File: src/shcf_map.svh
`ifndef SHCF_MAP_SVH
`define SHCF_MAP_SVH

// block geometry
`define SHCF_OCTETS       8
`define SHCF_PAYLOAD_W    64
`define SHCF_BLOCK_W      66
`define SHCF_HDR_W        2
`define SHCF_BLK_CNT_W    5
`define SHCF_LAST_BLK     5'h1F
`define SHCF_FIRST_BLK    5'h00
`define SHCF_FIRST_MB     5'h00
// header codes as vector [1:0]; bit 0 is sent first
`define SHCF_HDR_ONE      2'h2
`define SHCF_HDR_ZERO     2'h1
// header stream format select codes
`define SHCF_FMT_CRC12    2'h0
`define SHCF_FMT_FEC      2'h2
// parity generators
`define SHCF_CRC_W        12
`define SHCF_FEC_W        26
`define SHCF_CRC_POLY     12'h987
`define SHCF_FEC_TAPS     26'h0220211
`define SHCF_PAR_CLEAR    26'h0000000
// stream positions and input buffer depth
`define SHCF_EMB_END_POS  22
`define SHCF_PILOT_POS    31
`define SHCF_PILOT_FIRST  27
`define SHCF_PILOT_LAST   30
`define SHCF_FIFO_DEPTH   4

`endif

File: src/shcf_pkg.sv
package shcf_pkg;
    // framer run state, one-hot
    typedef enum logic [1:0] {
        SHCF_IDLE = 2'h1,
        SHCF_RUN  = 2'h2
    } shcf_state_type;
endpackage

File: src/shcf_fifo.sv
`timescale 1ns/1ns
module shcf_fifo #(
    parameter int WIDTH = 64,
    parameter int DEPTH = 4
) (
    input  wire logic             clk_sys,
    input  wire logic             reset_n,
    input  wire logic             in_valid,
    output logic                  in_ready,
    input  wire logic [WIDTH-1:0] in_data,
    output logic                  out_valid,
    input  wire logic             out_ready,
    output logic      [WIDTH-1:0] out_data
);
    localparam int AW = (DEPTH > 1) ? $clog2(DEPTH) : 1;
    localparam logic [AW:0] FULL = (AW+1)'(DEPTH);

    logic [WIDTH-1:0] mem_ff [DEPTH];
    logic [AW-1:0]    wr_ff, nxt_wr, rd_ff, nxt_rd;
    logic [AW:0]      cnt_ff, nxt_cnt;
    logic             rdy_ff, nxt_rdy;
    logic             push, pop;

    // ready is registered so the source sees a clean level
    assign push      = in_valid && rdy_ff;
    assign pop       = out_ready && (cnt_ff != '0);
    assign in_ready  = rdy_ff;
    assign out_valid = (cnt_ff != '0);
    assign out_data  = mem_ff[rd_ff];

    // pointer and count next values
    always_comb begin
        nxt_wr  = wr_ff;
        nxt_rd  = rd_ff;
        nxt_cnt = cnt_ff;
        if (push) begin
            nxt_wr = (wr_ff == AW'(DEPTH - 1)) ? '0 : wr_ff + 1'b1;
        end
        if (pop) begin
            nxt_rd = (rd_ff == AW'(DEPTH - 1)) ? '0 : rd_ff + 1'b1;
        end
        if (push && !pop) begin
            nxt_cnt = cnt_ff + 1'b1;
        end else if (pop && !push) begin
            nxt_cnt = cnt_ff - 1'b1;
        end
        nxt_rdy = (nxt_cnt != FULL);
    end

    always_ff @(posedge clk_sys) begin
        if (!reset_n) begin
            wr_ff  <= '0;
            rd_ff  <= '0;
            cnt_ff <= '0;
            rdy_ff <= 1'b0;
        end else begin
            wr_ff  <= nxt_wr;
            rd_ff  <= nxt_rd;
            cnt_ff <= nxt_cnt;
            rdy_ff <= nxt_rdy;
        end
    end

    // storage needs no reset, guarded by the count
    always_ff @(posedge clk_sys) begin
        if (push) begin
            mem_ff[wr_ff] <= in_data;
        end
    end
endmodule

File: src/shcf_framer.sv
`include "shcf_map.svh"
`timescale 1ns/1ns
module shcf_framer
    import shcf_pkg::*;
(
    input  wire logic                       clk_sys,
    input  wire logic                       reset_n,
    input  wire logic                       in_valid,
    output logic                            in_ready,
    input  wire logic [`SHCF_PAYLOAD_W-1:0] in_data,
    input  wire logic                       sysref_in,
    input  wire logic [`SHCF_BLK_CNT_W-1:0] emb_multiblocks_minus1,
    input  wire logic [1:0]                 header_stream_format_select,
    output logic      [`SHCF_BLOCK_W-1:0]   tx_block_ff,
    output logic                            tx_valid_ff,
    output logic                            local_extended_multiblock_clock_ff,
    output logic                            underflow_ff
);
    shcf_state_type                state_ff, nxt_state;
    logic [`SHCF_BLK_CNT_W-1:0]    blk_ff, nxt_blk;
    logic [`SHCF_BLK_CNT_W-1:0]    mb_ff, nxt_mb;
    logic [`SHCF_BLK_CNT_W-1:0]    out_blk_ff, nxt_out_blk;
    logic                          out_last_ff, nxt_out_last;
    logic                          fec_ff, nxt_fec;
    logic                          out_fec_ff, nxt_out_fec;
    logic [`SHCF_FEC_W-1:0]        par_ff, nxt_par;
    logic [`SHCF_FEC_W-1:0]        hold_ff, nxt_hold;
    logic                          sysref_d_ff;
    logic [`SHCF_BLOCK_W-1:0]      nxt_block;
    logic                          nxt_valid, nxt_emb_clk, nxt_under;
    logic                          sysref_edge, last_mb, fifo_valid, pop;
    logic [`SHCF_PAYLOAD_W-1:0]    fifo_data, payload;
    logic [31:0]                   stream;

    // serial parity register, 64 payload bits per block, bit 0 first
    function automatic logic [`SHCF_FEC_W-1:0] shcf_parity_step(
        input logic [`SHCF_FEC_W-1:0]     s,
        input logic [`SHCF_PAYLOAD_W-1:0] d,
        input logic                       fec
    );
        logic [`SHCF_FEC_W-1:0] r;
        logic [`SHCF_FEC_W-1:0] crc_taps;
        logic                   fb;
        r        = s;
        crc_taps = {14'h0000, `SHCF_CRC_POLY};
        crc_taps = {crc_taps[`SHCF_FEC_W-2:0], 1'b1};
        crc_taps[`SHCF_CRC_W] = 1'b0;
        for (int i = 0; i < `SHCF_PAYLOAD_W; i++) begin
            if (fec) begin
                fb = d[i] ^ r[`SHCF_FEC_W-1];
                r  = {r[`SHCF_FEC_W-2:0], 1'b0} ^ (fb ? `SHCF_FEC_TAPS : `SHCF_PAR_CLEAR);
            end else begin
                fb = d[i] ^ r[`SHCF_CRC_W-1];
                r  = {r[`SHCF_FEC_W-2:0], 1'b0} ^ (fb ? crc_taps : `SHCF_PAR_CLEAR);
                r[`SHCF_FEC_W-1:`SHCF_CRC_W] = '0;
            end
        end
        return r;
    endfunction

    // 32-bit header stream, element n is sent in block n
    function automatic logic [31:0] shcf_stream(
        input logic [`SHCF_FEC_W-1:0] p,
        input logic                   fec,
        input logic                   emb_end
    );
        logic [31:0] w;
        w = 32'h0000_0000;
        if (fec) begin
            for (int k = 0; k < 22; k++) begin
                w[k] = p[`SHCF_FEC_W-1-k];
            end
            w[23] = p[3];
            w[24] = p[2];
            w[25] = p[1];
            w[26] = p[0];
        end else begin
            for (int g = 0; g < 4; g++) begin
                w[4*g]   = p[`SHCF_CRC_W-1-3*g];
                w[4*g+1] = p[`SHCF_CRC_W-2-3*g];
                w[4*g+2] = p[`SHCF_CRC_W-3-3*g];
                w[4*g+3] = 1'b1;
            end
            w[18:16] = 3'h0;
            w[20]    = 1'b0;
            w[26:24] = 3'h0;
            w[19] = 1'b1;
            w[21] = 1'b1;
            w[23] = 1'b1;
        end
        w[`SHCF_EMB_END_POS] = emb_end;
        w[`SHCF_PILOT_LAST:`SHCF_PILOT_FIRST] = 4'h0;
        w[`SHCF_PILOT_POS] = 1'b1;
        return w;
    endfunction

    // input buffer; held full until the first sysref starts framing
    shcf_fifo #(
        .WIDTH (`SHCF_PAYLOAD_W),
        .DEPTH (`SHCF_FIFO_DEPTH)
    ) u_fifo (
        .clk_sys   (clk_sys),
        .reset_n   (reset_n),
        .in_valid  (in_valid),
        .in_ready  (in_ready),
        .in_data   (in_data),
        .out_valid (fifo_valid),
        .out_ready (pop),
        .out_data  (fifo_data)
    );

    // sysref treated as synchronous; any rising edge realigns
    assign sysref_edge = sysref_in && !sysref_d_ff;
    assign last_mb = (mb_ff == emb_multiblocks_minus1);
    assign pop     = (state_ff == SHCF_RUN) && !sysref_edge;
    // line must keep going; an empty buffer sends a zero payload
    assign payload = fifo_valid ? fifo_data : '0;
    assign stream  = shcf_stream(hold_ff, fec_ff, last_mb);

    // framing counters, parity and output block
    always_comb begin
        nxt_state    = state_ff;
        nxt_blk      = blk_ff;
        nxt_mb       = mb_ff;
        nxt_fec      = fec_ff;
        nxt_par      = par_ff;
        nxt_hold     = hold_ff;
        nxt_block    = tx_block_ff;
        nxt_valid    = 1'b0;
        nxt_emb_clk  = 1'b0;
        nxt_under    = 1'b0;
        nxt_out_blk  = out_blk_ff;
        nxt_out_last = out_last_ff;
        nxt_out_fec  = out_fec_ff;
        case (state_ff)
            SHCF_IDLE: begin
                nxt_block = '0;
            end
            SHCF_RUN: begin
                nxt_valid = 1'b1;
                nxt_under = !fifo_valid;
                // one sent as 01, zero as 10
                // stream bit n in block n
                nxt_block = {payload, stream[blk_ff] ? `SHCF_HDR_ONE : `SHCF_HDR_ZERO};
                nxt_out_blk  = blk_ff;
                nxt_out_last = last_mb;
                nxt_out_fec  = fec_ff;
                // clock edge at block 0 of multiblock 0
                nxt_emb_clk = (blk_ff == `SHCF_FIRST_BLK) && (mb_ff == `SHCF_FIRST_MB);
                nxt_par = shcf_parity_step(par_ff, payload, fec_ff);
                if (blk_ff == `SHCF_LAST_BLK) begin
                    nxt_blk  = `SHCF_FIRST_BLK;
                    nxt_hold = nxt_par;
                    nxt_par  = `SHCF_PAR_CLEAR;
                    nxt_mb   = last_mb ? `SHCF_FIRST_MB : mb_ff + 1'b1;
                end else begin
                    nxt_blk = blk_ff + 1'b1;
                end
            end
            default: begin
                nxt_state = SHCF_IDLE;
            end
        endcase
        // periodic edges land on block 0 anyway
        if (sysref_edge) begin
            nxt_state = SHCF_RUN;
            nxt_blk   = `SHCF_FIRST_BLK;
            nxt_mb    = `SHCF_FIRST_MB;
            nxt_par   = `SHCF_PAR_CLEAR;
            nxt_hold  = `SHCF_PAR_CLEAR;
            // fec only on code 2, else crc-12
            nxt_fec   = (header_stream_format_select == `SHCF_FMT_FEC);
        end
    end

    always_ff @(posedge clk_sys) begin
        if (!reset_n) begin
            state_ff                           <= SHCF_IDLE;
            blk_ff                             <= '0;
            mb_ff                              <= '0;
            fec_ff                             <= 1'b0;
            par_ff                             <= '0;
            hold_ff                            <= '0;
            sysref_d_ff                        <= 1'b0;
            tx_block_ff                        <= '0;
            tx_valid_ff                        <= 1'b0;
            local_extended_multiblock_clock_ff <= 1'b0;
            underflow_ff                       <= 1'b0;
            out_blk_ff                         <= '0;
            out_last_ff                        <= 1'b0;
            out_fec_ff                         <= 1'b0;
        end else begin
            state_ff                           <= nxt_state;
            blk_ff                             <= nxt_blk;
            mb_ff                              <= nxt_mb;
            fec_ff                             <= nxt_fec;
            par_ff                             <= nxt_par;
            hold_ff                            <= nxt_hold;
            sysref_d_ff                        <= sysref_in;
            tx_block_ff                        <= nxt_block;
            tx_valid_ff                        <= nxt_valid;
            local_extended_multiblock_clock_ff <= nxt_emb_clk;
            underflow_ff                       <= nxt_under;
            out_blk_ff                         <= nxt_out_blk;
            out_last_ff                        <= nxt_out_last;
            out_fec_ff                         <= nxt_out_fec;
        end
    end
endmodule

File: config.mk
export PLATFORM = sky130hd
export DESIGN_NAME = shcf_framer
export DESIGN_NICKNAME = d
export VERILOG_FILES = /design/src/shcf_pkg.sv /design/src/shcf_fifo.sv /design/src/shcf_framer.sv
export VERILOG_INCLUDE_DIRS = /design/src /design/src/src
export SDC_FILE = /design/constraint.sdc
export NUM_CORES = 1
export LEC_CHECK = 0
export BUFFER_PORTS_ARGS = -buffer_cell sky130_fd_sc_hd__buf_2
export CORE_MARGIN = 3
export CORE_UTILIZATION = 35
export CTS_CLUSTER_DIAMETER = 200
export DETAILED_ROUTE_END_ITERATION = 12
export GPL_TIMING_DRIVEN = 1
export PLACE_DENSITY = 0.54
export SKIP_CTS_REPAIR_TIMING = 1
export SYNTH_ARGS = -nofsm -noshare
export SYNTH_HDL_FRONTEND = slang
export SYNTH_SLANG_ARGS = --single-unit
File: constraint.sdc
create_clock -name clk_sys -period 36.7 [get_ports clk_sys]
set_clock_uncertainty 0.15 [all_clocks]
set_input_delay 3.67 -clock clk_sys [delete_from_list [all_inputs] [get_ports clk_sys]]
set_output_delay 3.67 -clock clk_sys [all_outputs]
set_load 0.01 [all_outputs]
==> results.toml <==
[clocking]
htreeDepth = 2
cts_tree = "yes"
worst_skew_pair.late_latency_ns = 0.59
cts_sinks = 401
cts_inserted_buffers = 47
clk_pin_slew_ns = 0.06
cts_max_path_buffers = 3
clock-root-buffer = "clkbuf_16"

[global_routing]
grt_use_met3 = 0.02410
antenna_found_initial = 3
grt-ovfl-total = 0
use_met1 = 0.2571
grt_max_degree = 118
grt.busiest_layer = "met2"
grt_pass1_wl_mm = 115.4
grt_use_met2 = 0.3188
grt_pass1_vias = 18190
track_usage = 0.1875

[worst_setup_path]
cp.buffers_inverters = 2
cp_max_fo = 42
crit_family = "XOR/XNOR gates"
reg2reg_slack_ns = 20.85
critical_path.max_stage_delay_ns = 0.98
crit_top_cell = "xnor2_1"
arrival_ns = 16.17
crit_path_start_kind = "register"
r2r_end = "par_ff[9]"
r2r_cells = 42
critPathKind = "reg2reg"
slowest_stage = "xnor2_1"
critPathCaptureType = "register"
critical_path_required_ns = 37.01

[detailed_routing]
post_drt_wl_per_cell_um = 22.21
drtPass1Iterations = 5
routed_via_density = 5.049
drt_first_iter_violations = 1051
drc_errors = 0
routed_wl_mm = 76.71
ant_nets = 0
num_vias = 17440

[yosys]
synth_top_area_share = 0.2843
synth_warnings = 0
synth_seq_cells = 401
ys_seq_area_frac = 0.3917
syn_nets = 2380
synthArstFlopShare = 0
syn_inst = 2291
yosysMostFrequentCell = "xnor2_1"
yosys-top-cells-count = "xnor2_1, edfxtp_1, nand2_1"
synth_top_cell_by_area = "edfxtp_1"
synth_area_mm2 = 0.02704
synth_top_flop_cell = "edfxtp_1"
synth-edff-count = 256
postSynthAreaPerCell_um2 = 11.80
synth.area.top_cells = "edfxtp_1, dfxtp_1, xnor2_1"
synth_cell_types = 91

[floorplanning]
ios = 145
rows = 101
core_mm2 = 0.07620
chipHeight_um = 283.9
die_w_um = 283.9
initial_core_util = 0.3548
dieArea_mm2 = 0.08062

[placement]
hpwl_mm = 55.46
io_buffers = 144
gp_congestion = 0.8785
placed_cells = 3367

[run_status]
outcome = "completed"

[sta]
fin_setup_tns_ns = 0
slew_headroom = 0.1934
min_period_ns = 15.85
slew_viol_final = 0
timing.final.crit_share = 0.4320
fmax_mhz = 63.08
hold_viol = 0
report.final.setup_viol = 0
rsz0062_at_grt = "false"
tightestPinTransition_ns = 1.201

[cells_and_area]
area_growth_syn_to_layout_pct = 12.20
layout-drive-gt1-share = 0.1749
fillers = 7274
layout.nets = 2475
stdcell_count = 3454
diodes = 0

[hold_path]
holdPathStages = 2
hp-class = "reg2reg"
worstHoldStart = "hold_ff[11]"
min_to = "hold_ff[11]"

[run]
maxCapViolations = 0
==> flip-flops by register name, summed over array words and instances (netlist names), 2 cells and up, named ones only <==
signal,flops
u_fifo.mem_ff,256
hold_ff,26
tx_block_ff,66
blk_ff,5
par_ff,26
mb_ff,5
u_fifo.wr_ff,2
state_ff,2
u_fifo.cnt_ff,3
u_fifo.rd_ff,2
==> worst min-delay path: cells and delay by family, from the launching register on <==
kind             cells  cell delay [ns]
flip-flops           1             0.31
AND/OR/NAND/NOR      1             0.05
AO/OA/AOI/OAI        1             0.05
==> how the worst max path moves through the flow <==
stage / start / endpoint / slack [ns] / cells after the start
after global placement: register / hold_ff[2] / 21.06 / 43
after floorplan: u_fifo.cnt_ff[0] / par_ff[4] / 24.12 / 45
after CTS: register / par_ff[9] / 20.77 / 42
final: register / par_ff[9] / 20.85 / 42
after detailed placement: register / par_ff[9] / 20.85 / 42
after global routing: register / hold_ff[2] / 19.94 / 44
==> cell families after synthesis <==
kind of cell | Yosys count | share of synthesized area
xor gates and xnor gates | 719 | 0.3231
and+or+nand+nor | 586 | 0.1025
DFF | 401 | 0.3917
AOI/OAI and AO/OA | 273 | 0.06285
muxes | 153 | 0.09112
buffers and inverters | 145 | 0.02226
adders and majority gates | 14 | 0.006479
==> routing by layer <==
metal | share of wire | wire [um] | vias to the layer above
met5 | 0 | 0 | -
met1 | 0.46 | 35380 | 8801
met3 | 0.040 | 3103 | 73
met2 | 0.48 | 36990 | 388
met4 | 0.016 | 1233 | 0
li1 | - | - | 8176
==> final cells by class <==
| cell class | count | area (um^2) | share of cell area |
|---|---|---|---|
| Sequential cell | 401 | 10600 | 0.3495 |
| Timing Repair Buffer | 165 | 890.9 | 0.02937 |
| Clock buffer | 66 | 1373 | 0.04525 |
| Inverter | 26 | 100.1 | 0.003300 |
| Tap cell | 1030 | 1289 | 0.04248 |
| Clock inverter | 21 | 198.9 | 0.006558 |
| Multi-Input combinational cell | 1745 | 15880 | 0.5236 |
==> cells in the final DEF (no fill, tap or decap), types with 20 or more instances in the layout <==
cell type,n
a21oi_1,72
and2_1,75
buf_2,144
buf_4,20
clkbuf_16,51
dfxtp_1,142
edfxtp_1,256
inv_1,22
mux2i_1,68
mux4_2,67
nand2_1,251
nand3_1,29
nor2_1,104
nor2b_1,22
nor3_1,22
o21ai_0,92
o21ai_1,21
xnor2_1,326
xnor2_2,21
xnor3_1,118
xor2_1,204
==> metrics by stage <==
stage / setup WS (ns) / instance area [um^2] / hold WS (ns) / util
4_1_cts: 20.77 / 30340 / 0.3063 / 0.3981
6_report: 20.85 / 30340 / 0.3078 / 0.3981
3_3_place_gp: 21.06 / 28760 / 0.2893 / 0.3775
5_1_grt: 19.94 / 30340 / 0.3328 / 0.3981
2_1_floorplan: 24.12 / 27040 / 0.2788 / -
3_5_place_dp: 20.85 / 28760 / 0.2978 / 0.3775
Power is left out: the tool's default activity adds up to more than one toggle a clock period on the data nets, which glitch-free logic cannot reach.
